File: config.mk
export PLATFORM = sky130hd
export DESIGN_NAME = spu_serial_port
export DESIGN_NICKNAME = d
export VERILOG_FILES = /design/src/spu_pkg.sv /design/src/spu_serial_port.sv
export SDC_FILE = /design/constraint.sdc
export NUM_CORES = 1
export LEC_CHECK = 0
export BUFFER_PORTS_ARGS = -buffer_cell sky130_fd_sc_hd__buf_2
export CORE_ASPECT_RATIO = 1.4
export CORE_MARGIN = 4
export CORE_UTILIZATION = 40
export CTS_CLUSTER_SIZE = 10
export DETAILED_ROUTE_END_ITERATION = 6
export GPL_TIMING_DRIVEN = 0
export MAX_ROUTING_LAYER = met4
export PLACE_DENSITY_LB_ADDON = 0.3
export SYNTH_ARGS = -nofsm -noshare
export SYNTH_HDL_FRONTEND = slang
export SYNTH_SLANG_ARGS = --single-unit
File: constraint.sdc
create_clock -name pclk -period 3.2 [get_ports pclk]
set_input_delay 0 -clock pclk [delete_from_list [all_inputs] [get_ports pclk]]
set_output_delay 0 -clock pclk [all_outputs]
set_load 0.01 [all_outputs]
File: src/spu_pkg.sv
// Constants, register map and state encodings of the serial port
// How it works
// Mode 00: synchronous shift, clock on transmit pin
// Mode 01: start, eight data, stop
// Mode 10: eleven bits with ninth bit
// Mode 11: eleven bits, timer-driven rate
// Address filter only counts in eleven-bit modes
// Filter off: every frame sets receive flag
// Filter on: flag only when ninth bit set
// Receive enable gates all reception
// Control bit 2 holds received ninth bit
// Control bit 1 is transmit done flag
// Control bit 0 is receive done flag
// Control bit 3 supplies transmitted ninth bit
// Flags set by hardware, cleared writing zero
// Buffer write starts send, read returns latch
// Shift rate twelfth or quarter of clock
// Fixed mode rate sixty-fourth or thirty-second
// Timer overflow rate, per-direction timer select
package spu_pkg;
  localparam logic [11:0] CTRL_INDEX = 12'h098;
  localparam logic [11:0] BUF_INDEX = 12'h099;
  localparam logic [11:0] ADDR_CTRL = 12'h260;
  localparam logic [11:0] ADDR_BUF = 12'h264;
  localparam logic [11:0] ADDR_RATE = 12'h300;
  localparam logic [11:0] ADDR_IRQ_STATUS = 12'h304;
  localparam logic [11:0] ADDR_IRQ_MASK = 12'h308;
  localparam logic [7:0] CTRL_RESET = 8'h00;
  localparam int BIT_MODE_HI = 7;
  localparam int BIT_MODE_LO = 6;
  localparam int BIT_MP_FILTER = 5;
  localparam int BIT_RX_ENABLE = 4;
  localparam int BIT_TX_NINTH = 3;
  localparam int BIT_RX_NINTH = 2;
  localparam int BIT_TX_DONE = 1;
  localparam int BIT_RX_DONE = 0;
  localparam int BIT_RATE_DOUBLER = 0;
  localparam int BIT_TX_TIMER_B = 1;
  localparam int BIT_RX_TIMER_B = 2;
  localparam int IRQ_RX = 0;
  localparam int IRQ_TX = 1;
  localparam logic [2:0] RATE_RESET = 3'h0;
  localparam logic [1:0] IRQ_RESET = 2'h0;
  localparam int SHIFT_DIV_SLOW = 12;
  localparam int SHIFT_DIV_FAST = 4;
  localparam int FIX_DIV_SLOW = 64;
  localparam int FIX_DIV_FAST = 32;
  localparam int OVERSAMPLE = 16;
  localparam logic [3:0] SUB_SLOW = 4'(FIX_DIV_SLOW / OVERSAMPLE);
  localparam logic [3:0] SUB_FAST = 4'(FIX_DIV_FAST / OVERSAMPLE);
  localparam logic [3:0] M0_SLOW = 4'(SHIFT_DIV_SLOW);
  localparam logic [3:0] M0_FAST = 4'(SHIFT_DIV_FAST);
  localparam logic [3:0] SUB_LAST = 4'(OVERSAMPLE - 1);
  localparam logic [3:0] SUB_MID = 4'(OVERSAMPLE / 2 - 1);
  localparam logic [3:0] BITS_TEN = 4'h a;
  localparam logic [3:0] BITS_ELEVEN = 4'h b;
  localparam logic [3:0] BITS_SHIFT = 4'h8;
  typedef enum logic [1:0] {
    MODE_SHIFT = 2'b00,
    MODE_TEN = 2'b01,
    MODE_FIX = 2'b10,
    MODE_VAR = 2'b11
  } spu_mode_t;
  typedef enum logic [1:0] {
    TX_IDLE = 2'b00,
    TX_ASYNC = 2'b01,
    TX_SYNC = 2'b10
  } spu_tx_state_t;
  typedef enum logic {
    RX_IDLE = 1'b0,
    RX_BUSY = 1'b1
  } spu_rx_state_t;
endpackage

File: src/spu_serial_port.sv
// Serial port with APB register access
`timescale 1ns/10ps
module spu_serial_port
(
  input wire logic pclk,
  input wire logic presetn,
  input wire logic psel,
  input wire logic penable,
  input wire logic pwrite,
  input wire logic [11:0] paddr,
  input wire logic [31:0] pwdata,
  output logic [31:0] prdata,
  output logic pready,
  output logic pslverr,
  input wire logic timer_a_ovf,
  input wire logic timer_b_ovf,
  input wire logic rxd_in,
  output logic rxd_out,
  output logic rxd_oe,
  output logic txd,
  output logic irq
);
  import spu_pkg::*;

  logic [7:0] serial_control;
  logic [7:0] rx_latch;
  logic [2:0] rate_config;
  logic [1:0] irq_status;
  logic [1:0] irq_mask;
  logic rxd_meta;
  logic rxd_sync;
  logic rxd_prev;
  logic ta_phase;
  logic [3:0] fix_cnt;
  logic fix_tick;
  spu_tx_state_t tx_state;
  spu_rx_state_t rx_state;
  logic [10:0] tx_shift;
  logic [3:0] tx_sub;
  logic [3:0] tx_bits;
  logic [3:0] m0_cnt;
  logic m0_rx;
  logic [3:0] rx_sub;
  logic [3:0] rx_bits;
  logic [8:0] rx_data;
  logic next_txd;

  logic access;
  logic wr;
  logic mapped;
  spu_mode_t mode;
  logic eleven;
  logic doubler;
  logic [3:0] frame_bits;
  logic [3:0] m0_div;
  logic tx_tick;
  logic rx_tick;
  logic buf_write;
  logic ctrl_write;
  logic tx_fin;
  logic m0_rx_fin;
  logic rx_fin;
  logic rx_accept;
  logic rx_set;
  logic tx_set;

  // Variable-rate 16x tick: timer B runs undivided, timer A halves unless doubled
  function automatic logic var_tick(input logic use_b, input logic ovf_a, input logic ovf_b,
                                    input logic dbl, input logic phase);
    var_tick = use_b ? ovf_b : (ovf_a & (dbl | phase));
  endfunction

  assign access = psel & penable;
  assign wr = access & pwrite;
  assign mode = spu_mode_t'(serial_control[BIT_MODE_HI:BIT_MODE_LO]);
  assign eleven = serial_control[BIT_MODE_HI];
  assign doubler = rate_config[BIT_RATE_DOUBLER];
  assign frame_bits = eleven ? BITS_ELEVEN : BITS_TEN;
  assign m0_div = doubler ? M0_FAST : M0_SLOW;
  assign buf_write = wr & (paddr == ADDR_BUF);
  assign ctrl_write = wr & (paddr == ADDR_CTRL);
  assign mapped = (paddr == ADDR_CTRL) | (paddr == ADDR_BUF) | (paddr == ADDR_RATE)
    | (paddr == ADDR_IRQ_STATUS) | (paddr == ADDR_IRQ_MASK);
  assign pready = 1'b1;
  assign pslverr = access & ~mapped;

  // Fixed mode uses the system-clock prescaler, timer modes the overflows
  assign tx_tick = (mode == MODE_FIX) ? fix_tick
    : var_tick(rate_config[BIT_TX_TIMER_B], timer_a_ovf, timer_b_ovf, doubler, ta_phase);
  assign rx_tick = (mode == MODE_FIX) ? fix_tick
    : var_tick(rate_config[BIT_RX_TIMER_B], timer_a_ovf, timer_b_ovf, doubler, ta_phase);

  always_comb
  begin
    prdata = 32'h0000_0000;
    case (paddr)
      ADDR_CTRL: prdata = {24'h00_0000, serial_control};
      ADDR_BUF: prdata = {24'h00_0000, rx_latch};
      ADDR_RATE: prdata = {29'h0000_0000, rate_config};
      ADDR_IRQ_STATUS: prdata = {30'h0000_0000, irq_status};
      ADDR_IRQ_MASK: prdata = {30'h0000_0000, irq_mask};
      default: prdata = 32'h0000_0000;
    endcase
  end

  // Pin synchroniser; the second stage and the third stage that delays it feed logic
  always_ff @(posedge pclk or negedge presetn)
  begin
    if (!presetn)
    begin
      rxd_meta <= 1'b1;
      rxd_sync <= 1'b1;
      rxd_prev <= 1'b1;
    end
    else
    begin
      rxd_meta <= rxd_in;
      rxd_sync <= rxd_meta;
      rxd_prev <= rxd_sync;
    end
  end

  // Rate generation
  always_ff @(posedge pclk or negedge presetn)
  begin
    if (!presetn)
    begin
      fix_cnt <= 4'h0;
      fix_tick <= 1'b0;
      ta_phase <= 1'b0;
    end
    else
    begin
      if (fix_cnt >= (doubler ? SUB_FAST : SUB_SLOW) - 4'h1)
      begin
        fix_cnt <= 4'h0;
        fix_tick <= 1'b1;
      end
      else
      begin
        fix_cnt <= fix_cnt + 4'h1;
        fix_tick <= 1'b0;
      end
      if (timer_a_ovf)
        ta_phase <= ~ta_phase;
    end
  end

  // Transmit engine; also runs shift-mode reception since it owns the clock
  assign tx_fin = ((tx_state == TX_ASYNC) && tx_tick && (tx_sub == SUB_LAST) && (tx_bits == frame_bits - 4'h1))
    || ((tx_state == TX_SYNC) && !m0_rx && (m0_cnt == m0_div - 4'h1) && (tx_bits == BITS_SHIFT - 4'h1));
  assign m0_rx_fin = (tx_state == TX_SYNC) && m0_rx && (m0_cnt == m0_div - 4'h1) && (tx_bits == BITS_SHIFT - 4'h1);

  always_ff @(posedge pclk or negedge presetn)
  begin
    if (!presetn)
    begin
      tx_state <= TX_IDLE;
      tx_shift <= 11'h7ff;
      tx_sub <= 4'h0;
      tx_bits <= 4'h0;
      m0_cnt <= 4'h0;
      m0_rx <= 1'b0;
    end
    else
    begin
      case (tx_state)
        TX_IDLE:
        begin
          tx_sub <= 4'h0;
          tx_bits <= 4'h0;
          m0_cnt <= 4'h0;
          if (buf_write && mode == MODE_SHIFT)
          begin
            tx_state <= TX_SYNC;
            m0_rx <= 1'b0;
            tx_shift <= {3'h7, pwdata[7:0]};
          end
          else if (buf_write)
          begin
            tx_state <= TX_ASYNC;
            // Ten-bit frames put the stop bit where the ninth would go
            tx_shift <= {1'b1, eleven ? serial_control[BIT_TX_NINTH] : 1'b1, pwdata[7:0], 1'b0};
          end
          else if (mode == MODE_SHIFT && serial_control[BIT_RX_ENABLE] && !serial_control[BIT_RX_DONE])
          begin
            tx_state <= TX_SYNC;
            m0_rx <= 1'b1;
          end
        end
        TX_ASYNC:
        begin
          if (tx_tick)
          begin
            tx_sub <= tx_sub + 4'h1;
            if (tx_sub == SUB_LAST)
            begin
              tx_shift <= {1'b1, tx_shift[10:1]};
              tx_bits <= tx_bits + 4'h1;
              if (tx_fin)
                tx_state <= TX_IDLE;
            end
          end
        end
        TX_SYNC:
        begin
          if (m0_cnt == m0_div - 4'h1)
          begin
            m0_cnt <= 4'h0;
            tx_bits <= tx_bits + 4'h1;
            if (!m0_rx)
              tx_shift <= {1'b1, tx_shift[10:1]};
            if (tx_fin || m0_rx_fin)
              tx_state <= TX_IDLE;
          end
          else
          begin
            m0_cnt <= m0_cnt + 4'h1;
            // Sample on the rising clock edge, LSB arrives first
            if (m0_rx && m0_cnt == (m0_div >> 1))
              tx_shift[7:0] <= {rxd_sync, tx_shift[7:1]};
          end
        end
        default: tx_state <= TX_IDLE;
      endcase
    end
  end

  always_comb
  begin
    next_txd = 1'b1;
    if (tx_state == TX_SYNC)
      next_txd = (m0_cnt >= (m0_div >> 1));
    else if (tx_state == TX_ASYNC)
      next_txd = tx_shift[0];
  end

  always_ff @(posedge pclk or negedge presetn)
  begin
    if (!presetn)
    begin
      txd <= 1'b1;
      rxd_out <= 1'b1;
      rxd_oe <= 1'b0;
    end
    else
    begin
      txd <= next_txd;
      rxd_out <= tx_shift[0];
      rxd_oe <= (tx_state == TX_SYNC) && !m0_rx;
    end
  end

  // Asynchronous receiver, disabled in shift mode
  assign rx_fin = (rx_state == RX_BUSY) && rx_tick && (rx_sub == SUB_MID) && (rx_bits == frame_bits - 4'h1);
  assign rx_accept = rx_fin && !(eleven && serial_control[BIT_MP_FILTER] && !rx_data[8]);

  always_ff @(posedge pclk or negedge presetn)
  begin
    if (!presetn)
    begin
      rx_state <= RX_IDLE;
      rx_sub <= 4'h0;
      rx_bits <= 4'h0;
      rx_data <= 9'h000;
    end
    else
    begin
      case (rx_state)
        RX_IDLE:
        begin
          rx_sub <= 4'h0;
          rx_bits <= 4'h0;
          if (mode != MODE_SHIFT && serial_control[BIT_RX_ENABLE] && rxd_prev && !rxd_sync)
            rx_state <= RX_BUSY;
        end
        RX_BUSY:
        begin
          if (rx_tick)
          begin
            rx_sub <= rx_sub + 4'h1;
            if (rx_sub == SUB_MID)
            begin
              rx_bits <= rx_bits + 4'h1;
              // A start bit that is high again was a glitch
              if ((rx_bits == 4'h0 && rxd_sync) || rx_fin)
                rx_state <= RX_IDLE;
              else if (rx_bits != 4'h0)
                rx_data <= {rxd_sync, rx_data[8:1]};
            end
          end
        end
        default: rx_state <= RX_IDLE;
      endcase
    end
  end

  assign rx_set = rx_accept || m0_rx_fin;
  assign tx_set = tx_fin;

  always_ff @(posedge pclk or negedge presetn)
  begin
    if (!presetn)
      rx_latch <= 8'h00;
    else if (m0_rx_fin)
      rx_latch <= tx_shift[7:0];
    else if (rx_accept)
      rx_latch <= eleven ? rx_data[7:0] : rx_data[8:1];
  end

  // Control register; hardware setting of a flag wins over a clearing write
  always_ff @(posedge pclk or negedge presetn)
  begin
    if (!presetn)
      serial_control <= CTRL_RESET;
    else
    begin
      if (ctrl_write)
        serial_control[7:2] <= pwdata[7:2];
      if (rx_accept && eleven)
        serial_control[BIT_RX_NINTH] <= rx_data[8];
      serial_control[BIT_TX_DONE] <= tx_set | (serial_control[BIT_TX_DONE] & ~(ctrl_write & ~pwdata[BIT_TX_DONE]));
      serial_control[BIT_RX_DONE] <= rx_set | (serial_control[BIT_RX_DONE] & ~(ctrl_write & ~pwdata[BIT_RX_DONE]));
    end
  end

  always_ff @(posedge pclk or negedge presetn)
  begin
    if (!presetn)
    begin
      rate_config <= RATE_RESET;
      irq_mask <= IRQ_RESET;
    end
    else if (wr && paddr == ADDR_RATE)
      rate_config <= pwdata[2:0];
    else if (wr && paddr == ADDR_IRQ_MASK)
      irq_mask <= pwdata[1:0];
  end

  // Sticky event bits, write one to clear
  always_ff @(posedge pclk or negedge presetn)
  begin
    if (!presetn)
      irq_status <= IRQ_RESET;
    else
    begin
      irq_status[IRQ_RX] <= rx_set | (irq_status[IRQ_RX] & ~(wr && paddr == ADDR_IRQ_STATUS && pwdata[IRQ_RX]));
      irq_status[IRQ_TX] <= tx_set | (irq_status[IRQ_TX] & ~(wr && paddr == ADDR_IRQ_STATUS && pwdata[IRQ_TX]));
    end
  end

  always_ff @(posedge pclk or negedge presetn)
  begin
    if (!presetn)
      irq <= 1'b0;
    else
      irq <= |(irq_status & irq_mask);
  end

  AST_M0_OE: assert property (@(posedge pclk) disable iff (!presetn)
    rxd_oe |-> $past(tx_state) == TX_SYNC && !$past(m0_rx))
    else $error("data pin driven outside shift transmit");

  AST_M0_SLOW: assert property (@(posedge pclk) disable iff (!presetn)
    $fell(txd) && tx_state == TX_SYNC && !doubler |-> !txd [*6] ##1 txd)
    else $error("shift clock low phase not six cycles");

  AST_M0_FAST: assert property (@(posedge pclk) disable iff (!presetn)
    $fell(txd) && tx_state == TX_SYNC && doubler |-> !txd [*2] ##1 txd)
    else $error("shift clock low phase not two cycles");

  AST_FIX_RATE: assert property (@(posedge pclk) disable iff (!presetn)
    fix_tick && !doubler ##1 !doubler [*4]
    |-> fix_tick && !$past(fix_tick) && !$past(fix_tick, 2) && !$past(fix_tick, 3))
    else $error("fixed rate tick spacing wrong");

  AST_TX_START: assert property (@(posedge pclk) disable iff (!presetn)
    buf_write && tx_state == TX_IDLE && mode != MODE_SHIFT |=> tx_state == TX_ASYNC && tx_shift[0] == 1'b0)
    else $error("buffer write did not start a frame");

  AST_TX_FLAG: assert property (@(posedge pclk) disable iff (!presetn)
    tx_fin |=> serial_control[BIT_TX_DONE] && irq_status[IRQ_TX])
    else $error("transmit flag not set at frame end");

  AST_FLAG_HOLD: assert property (@(posedge pclk) disable iff (!presetn)
    serial_control[BIT_RX_DONE] && !ctrl_write |=> serial_control[BIT_RX_DONE])
    else $error("receive flag dropped without a write");

  AST_REN: assert property (@(posedge pclk) disable iff (!presetn)
    rx_state == RX_IDLE && !serial_control[BIT_RX_ENABLE] |=> rx_state == RX_IDLE)
    else $error("reception began while disabled");

  AST_MP_FILTER: assert property (@(posedge pclk) disable iff (!presetn)
    rx_fin && eleven && serial_control[BIT_MP_FILTER] && !rx_data[8] && !serial_control[BIT_RX_DONE]
    && !ctrl_write |=> !serial_control[BIT_RX_DONE])
    else $error("filtered frame raised receive flag");

  AST_RX_NINTH: assert property (@(posedge pclk) disable iff (!presetn)
    rx_accept && eleven |=> serial_control[BIT_RX_NINTH] == $past(rx_data[8]))
    else $error("ninth bit not captured");

  AST_IRQ: assert property (@(posedge pclk) disable iff (!presetn)
    rx_set && irq_mask[IRQ_RX] && !wr |-> ##2 irq)
    else $error("unmasked event did not raise interrupt");
endmodule

==> results.txt, run 1 <==
The run finished with clean final reports. The vertical die dimension came out at 134 µm. The average vias per placed instance is 5.37. The minimum clock period after layout is 2.77 ns. Along the worst path, the maximum fanout reaches 9. Leaving out fill and tap cells, the most frequent cells in the layout are sky130_fd_sc_hd__dfrtp_1, sky130_fd_sc_hd__nand2_1, sky130_fd_sc_hd__buf_2. The cell at the slowest stage of the critical path is sky130_fd_sc_hd__nor3_2.

The number of buffers inserted by port buffering came out at 39. The slack of the worst reg-to-reg path came out at 0.43 ns. The number of nets in the layout came out at 594. Entering global routing, the biggest net connects 62 pins.

The final antenna-violating net count is 0. The power density relative to cell area came out at 427 nW/µm². In this run the number of cells on the critical path is 5. The number of design-rule violations left by the first detailed-router iteration came out at 155.

The transition time at the pin with the least slew margin came out at 1.23 ns. The critical path contains buffers and inverters numbering 0 combined. At the end of routability-driven placement, the weighted congestion stood at 0.838. The worst setup path is launched from a register. The floorplan step set the die width to 98.2 µm. The depth of the worst register-to-register path came out at 5.

The starting density of the core came out at 41.5%. The repair_antennas step left the layout with diodes totalling 0. The area overhead of the layout relative to synthesis is 19.4%. The per-cell routed wire length is 15.9 µm. The average size of a mapped cell is 10.3 µm². The worst hold path belongs to the class primary input to register. The area of the core is 11000 µm². Counting every instance in the synthesized netlist gives 444. The leftover overflow at the end of global routing is 0.

The top-level port count came out at 90. The final count of pins violating max slew is 0. TritonCTS built the clock tree. The cell depth of the worst hold path is 2. The most common cell after layout, fill and taps aside is sky130_fd_sc_hd__dfrtp_1. The stage delay of the slowest cell on the critical path came out at 0.73 ns. The number of different library cells in the post-synthesis netlist is 64. The total negative setup slack came out at 0 ns. In this design, the largest share of critical-path delay is due to simple AND/OR/NAND/NOR gates. The clock passes through at most 2 buffers. The post-synthesis cell area is 4550 µm².

Setup repair after global routing left no endpoint under its margin. The number of synthesis warnings is 0. The total power came out at 2.32 mW. The critical path class is register to register.

The number of storage elements in the synthesis netlist is 79. The reported leakage power came out at 2.44 nW. The number of hold-slack violations in the final timing report is 0. The async set-or-reset flop fraction in the synthesized netlist came out at 100%.

The via count of the first global-routing pass came out at 3661. The number of enable flip-flop cells after synthesis came out at 0. The clock skew after layout is 0.00595 ns. The worst hold endpoint is irq_mask[0]. In the global route stage, overall resource usage came out at 17.9%. The worst-skew pair later-pin latency came out at 0.34 ns. The area enclosed by the die boundary is 13200 µm². The startpoint identified for the worst hold timing path is pwdata[0]. The number of max-cap violations came out at 0. The highest ir drop seen on vdd is 0.304 mV. The final-report setup violation count is 0. The clock transition at the registers of the reported paths is 0.06 ns.

The cell area reported after detailed placement is 5040 µm². Counting every sink on the clock net gives 79. After routing the design area is 5440 µm². The DRC violation count after routing came out at 0.

The endpoint identified for the worst register-to-register timing path is rx_data[1]. The number of gates resized after CTS was 0. The data arrival time of the critical path came out at 3.00 ns. The deepest level of the CTS H-tree is 3.

The filler cell count in the final layout came out at 1051. The signal on the critical path passes through o21ai_0, o211ai_1, nand3_1, nor3_2, mux2_2. The total wire length came out at 10.7 mm. The total vias in the final route came out at 3621. The root buffer cell chosen for the clock tree is sky130_fd_sc_hd__clkbuf_16. The share of the clock period used by the worst path after layout came out at 86.6%. The worst register-to-register path begins at rate_config[0]. STA classifies the critical path endpoint as a register. Once layout is complete, the utilization of the core stands at 49.5%. In this run, placement finished with an instance count of 649. The most used flip-flop cell after synthesis is sky130_fd_sc_hd__dfrtp_1. The maximum clock frequency came out at 0.361 GHz.

The first global-routing pass estimated 18.3 mm of wire. The quantity of hold-fixing buffers added after cts came out at 9. The fraction of final layout cells with drive strength greater than 1 is 27.4%. The number of buffers added by the clock tree synthesis step is 9. The number of buffers inserted by post-CTS setup repair came out at 0.

The first-pass iteration count of the detailed router is 4. The floorplan has 45 rows. The worst pin sits at a relative slew slack of 17.6%. The initial antenna violation count came out at 0.

The post-detailed-placement half-perimeter wirelength is 8.16 mm. Sequential elements use 43.8% of the synthesized area. For the worst setup path, the data required time is 3.43 ns.

The non-filler instance count after layout came out at 674.
per-stage QoR:
stage	setup slack [ns]	hold slack (ns)
global route	0.231	0.0109
floorplan	0.917	-0.296
global placement	0.296	0.105
CTS	0.382	0.0106
detailed placement	0.259	-0.0900
finish	0.428	0.0238
worst max path at each step:
stage                    from                 to  slack [ns]
2_1_floorplan        paddr[3]        tx_shift[0]        0.92
3_3_place_gp         paddr[7]  serial_control[2]        0.30
3_5_place_dp         paddr[7]  serial_control[2]        0.26
4_1_cts        rate_config[0]         rx_data[1]        0.38
5_1_grt        rate_config[0]         rx_data[2]        0.23
6_report       rate_config[0]         rx_data[1]        0.43
power by group:
| part | switching (mW) | total [mW] | internal (mW) |
|---|---|---|---|
| Clock | 0.396 | 1.04 | 0.646 |
| Combinational | 0.101 | 0.196 | 0.0947 |
| Sequential | 0.0357 | 1.08 | 1.05 |
final cells by class:
type / count / area [µm²] / area share [%]
multi-input cells: 334 / 2340 / 43.0
flip-flops and latches: 79 / 2000 / 36.7
repair buffers: 49 / 315 / 5.80
clock buffers: 13 / 260 / 4.79
plain buffers: 41 / 258 / 4.74
well taps: 141 / 176 / 3.24
inverters: 14 / 52.6 / 0.966
clock inverters: 3 / 42.5 / 0.782
flip-flops by register name, indices dropped and copies added (netlist names), 3 cells and up:
name,cells
tx_bits,4
fix_cnt,4
rx_sub,4
serial_control,8
rx_latch,8
rate_config,3
tx_sub,4
m0_cnt,4
tx_shift,10
rx_bits,4
rx_data,9
cell families (layout without fill, tap and decap cells):
kind of cell	after synthesis	after routing	synth area share, %
AOI/OAI and AO/OA	84	84	13.3
other	2	26	0.165
muxes	54	54	12.9
buffers and inverters	55	120	6.82
DFF	79	79	43.8
and+or+nand+nor	147	147	17.4
adders and majority gates	14	14	3.85
xor gates and xnor gates	9	9	1.73
per-layer routing:
layer,up-vias,share of wire (%),global-route usage [%],routed length (µm)
li1,1727,-,-,-
met1,1753,42,20.9,4500
met2,110,49,28.6,5280
met3,31,4.7,4.16,501
met4,0,4.2,9.26,445
met5,-,0,-,0
synthesized netlist by cell type, types with 2 or more instances:
| cell type | number | share of area [%] |
|---|---|---|
| sky130_fd_sc_hd__nand3_1 | 12 | 1.3 |
| sky130_fd_sc_hd__nor3_1 | 9 | 0.99 |
| sky130_fd_sc_hd__o21ai_0 | 30 | 3.3 |
| sky130_fd_sc_hd__a211o_1 | 2 | 0.38 |
| sky130_fd_sc_hd__or2_2 | 2 | 0.27 |
| sky130_fd_sc_hd__inv_1 | 14 | 1.2 |
| sky130_fd_sc_hd__dfrtp_1 | 64 | 35 |
| sky130_fd_sc_hd__and3_1 | 2 | 0.27 |
| sky130_fd_sc_hd__nor3b_1 | 4 | 0.66 |
| sky130_fd_sc_hd__buf_1 | 2 | 0.16 |
| sky130_fd_sc_hd__xnor2_1 | 7 | 1.3 |
| sky130_fd_sc_hd__nand2_1 | 50 | 4.1 |
| sky130_fd_sc_hd__buf_2 | 2 | 0.22 |
| sky130_fd_sc_hd__nor2b_1 | 7 | 0.96 |
| sky130_fd_sc_hd__and2_1 | 6 | 0.82 |
| sky130_fd_sc_hd__nand3b_1 | 2 | 0.33 |
| sky130_fd_sc_hd__or4_1 | 3 | 0.49 |
| sky130_fd_sc_hd__clkbuf_1 | 11 | 0.91 |
| sky130_fd_sc_hd__a21oi_1 | 3 | 0.33 |
| sky130_fd_sc_hd__o211ai_1 | 7 | 1.2 |
| sky130_fd_sc_hd__mux2i_1 | 15 | 3.3 |
| sky130_fd_sc_hd__o211a_1 | 2 | 0.44 |
| sky130_fd_sc_hd__or3b_2 | 3 | 0.58 |
| sky130_fd_sc_hd__nand4b_1 | 2 | 0.38 |
| sky130_fd_sc_hd__ha_1 | 14 | 3.8 |
| sky130_fd_sc_hd__nor2_1 | 16 | 1.3 |
| sky130_fd_sc_hd__conb_1 | 2 | 0.16 |
| sky130_fd_sc_hd__nand4_1 | 5 | 0.69 |
| sky130_fd_sc_hd__a31oi_1 | 4 | 0.55 |
| sky130_fd_sc_hd__dfstp_2 | 15 | 8.7 |
| sky130_fd_sc_hd__nand2b_1 | 10 | 1.4 |
| sky130_fd_sc_hd__buf_4 | 25 | 4.1 |
| sky130_fd_sc_hd__a22o_1 | 6 | 1.2 |
| sky130_fd_sc_hd__a221o_1 | 2 | 0.44 |
| sky130_fd_sc_hd__a21o_1 | 5 | 0.82 |
| sky130_fd_sc_hd__nor4_1 | 4 | 0.55 |
| sky130_fd_sc_hd__o2111ai_1 | 4 | 0.77 |
| sky130_fd_sc_hd__xor2_1 | 2 | 0.38 |
| sky130_fd_sc_hd__mux2_2 | 39 | 9.6 |
| sky130_fd_sc_hd__o21a_1 | 2 | 0.33 |
| sky130_fd_sc_hd__o31ai_1 | 5 | 0.82 |
No activity file was read; power rests on OpenSTA's default activity.
==> run 2: changes to the inputs <==
CORE_MARGIN = 1   (was 4)
clock period = 3.55 ns   (was 3.2 ns; I/O delays follow)
==> results.txt, run 2 (synthesis gave the netlist of run 1 again) <==
The number of hold-slack violations in the final timing report came out at 0. The via count of the first global-routing pass came to 3421. Clock-pin slew was measured on the worst setup and hold paths at 0.06 ns. The number of design-rule violations left by the first detailed-router iteration came out at 209. The share of the clock period used by the worst path after layout came out at 80.9%. The worst setup path is captured at a register. Dividing the detail-routed via count by the number of cells gives 5.38.

The congestion estimate from routability-driven global placement came to 0.877. The vertical die dimension is 128 µm. The utilization after layout is 49.3%. In the final routed layout, each cell accounts on average for 15.9 µm. Setup repair after global routing left no endpoint under its margin. The DRC violation count after routing is 0. Hold timing on the final database bottoms out at a slack of 0.0236 ns. The post-route netlist has 27.6% of its cells at a drive strength greater than 1. The number of buffers inserted by post-CTS setup repair is 0.

Once the floorplan was initialized, standard cells occupied 41.5% of the core. The area overhead of the layout relative to synthesis is 18.9%. TritonCTS built the clock tree. The maximum clock frequency is 0.348 GHz. The data required time at the worst endpoint came out at 3.77 ns. The power density relative to cell area is 375 nW/µm². The initial antenna violation count came out at 0. The antenna diode count is 0. The relative max-transition margin came out at 22.6%. The deepest level of the CTS H-tree came out at 3. Entering global routing, the biggest net connects 43 pins. The minimum clock period after layout came out at 2.87 ns. The post-detailed-placement half-perimeter wirelength is 8.04 mm. The top register by number of flip-flops is tx_shift. The cell at the slowest stage of the critical path is sky130_fd_sc_hd__nor3_2. For this design, the sink count on the clock tree is 79. The routed layout has 3624 vias.

Clock tree synthesis inserted a total of 9 buffers. The root buffer cell chosen for the clock tree is sky130_fd_sc_hd__clkbuf_16. The final count of pins violating max slew is 0. The number of nets in the layout is 594. The area enclosed by the die boundary is 11800 µm². The post-cts sizing count came out at 0.

The run finished with clean final reports. The reported leakage power is 2.43 nW. The number of flip-flops in the largest register came out at 10. The row count is 45. For the worst-skew pair, the clock arrives at the later sink with an insertion delay of 0.33 ns. The total wire length came out at 10.7 mm. The wire length of the first global-routing pass came out at 17.1 mm. VDD sags by at most 0.273 mV. Between clock sinks in the finished design, the worst skew comes to 0.00604 ns. The top-level port count is 90.

The number of max-cap violations is 0. At the pin with the least slew margin, the transition time is 1.15 ns. The first detailed-routing pass took 4 iterations. The leftover overflow at the end of global routing came out at 0. The stage delay of the slowest cell on the critical path is 0.77 ns. The data arrival time of the critical path is 3.09 ns.

The clock tree buffer depth is 2. The maximum net fanout on the critical path came out at 9. By startpoint and endpoint, the worst setup path is classified as register to register.

Walking the worst path, the cells encountered are o21ai_0, o211ai_1, nand3_1, nor3_2, mux2_2. In the layout the commonest cells are sky130_fd_sc_hd__dfrtp_1, sky130_fd_sc_hd__nand2_1, sky130_fd_sc_hd__buf_2. The most common cell after layout, fill and taps aside is sky130_fd_sc_hd__dfrtp_1. The overall track demand over capacity in global routing came out at 19.4%. The number of buffers inserted by port buffering is 39. The final-report setup violation count came out at 0. The area of the core is 11000 µm². The largest registers in the layout are tx_shift (10), rx_data (9). The final antenna-violating net count came out at 0. The total negative setup slack came out at 0 ns. The die is 92.2 µm wide.

The path class of the tightest hold or removal check is primary input to register. STA classifies the critical path startpoint as a register.
run 2: cell count changes in the layout (fill, tap and decap cells not counted):
cell                        delta
sky130_fd_sc_hd__clkbuf_8      +1
sky130_fd_sc_hd__bufinv_16     -1
sky130_fd_sc_hd__buf_16        -1
sky130_fd_sc_hd__buf_12        +1
sky130_fd_sc_hd__clkinv_2      +1
sky130_fd_sc_hd__clkbuf_1      -2
run 2: final cells by class:
class | instances | area [µm²]
Clock inverter | 3 | 17.5
Clock buffer | 12 | 267
Fill cell | 1027 | 5570
Tap cell | 141 | 176
Inverter | 14 | 52.6
Multi-Input combinational cell | 334 | 2340
Buffer | 41 | 258
Timing Repair Buffer | 49 | 308
Sequential cell | 79 | 2000
run 2: power breakdown:
part           leakage [nW]  switching (mW)  internal [mW]
sequential            0.933          0.0315          0.944
combinational          1.36          0.0920         0.0847
clock                 0.140           0.355          0.524
total                  2.43           0.478           1.55
run 2: timing repair:
item | in CTS | in global routing
hold buffers | 9 | 0
endpoints found under the setup margin | 0 | 0
endpoints found under the hold margin | 44 | 0
run 2: through the flow:
stage	std cells	worst slack, ns	total power, mW	area [µm²]
floorplan	468	1.27	1.09	4640
global placement	648	0.726	1.15	5010
detailed placement	649	0.713	1.16	5040
CTS	673	0.683	2.04	5410
global route	673	0.580	2.12	5410
finish	673	0.677	2.03	5410
run 2: final timing paths:
check                      slack (ns)              to           start  depth (start not counted)
max reg2reg                      0.68      rx_data[1]  rate_config[0]                          5
min                              0.02  rate_config[0]       pwdata[0]                          2
min in group asynchronous        0.18      fix_cnt[1]         presetn                          2
max in group asynchronous        2.72         rxd_out         presetn                          3
min reg2reg                      0.35        rxd_sync        rxd_meta                          0
max                              0.68      rx_data[1]  rate_config[0]                          5
run 2: per-layer routing:
layer | global-route usage (%) | wire, µm | share of wire [%] | vias to the layer above
met1 | 22.6 | 4490 | 42 | 1779
met4 | 8.92 | 265 | 2.5 | 0
li1 | - | - | - | 1723
met3 | 3.08 | 351 | 3.3 | 22
met2 | 32.7 | 5570 | 52 | 100
met5 | - | 0 | 0 | -
run 2: critical path, delay by kind of cell (launching register included):
family / cells / cell delay [ns]
muxes: 1 / 0.41
AOI/OAI and AO/OA: 2 / 0.68
DFF: 1 / 0.59
and+or+nand+nor: 2 / 1.08
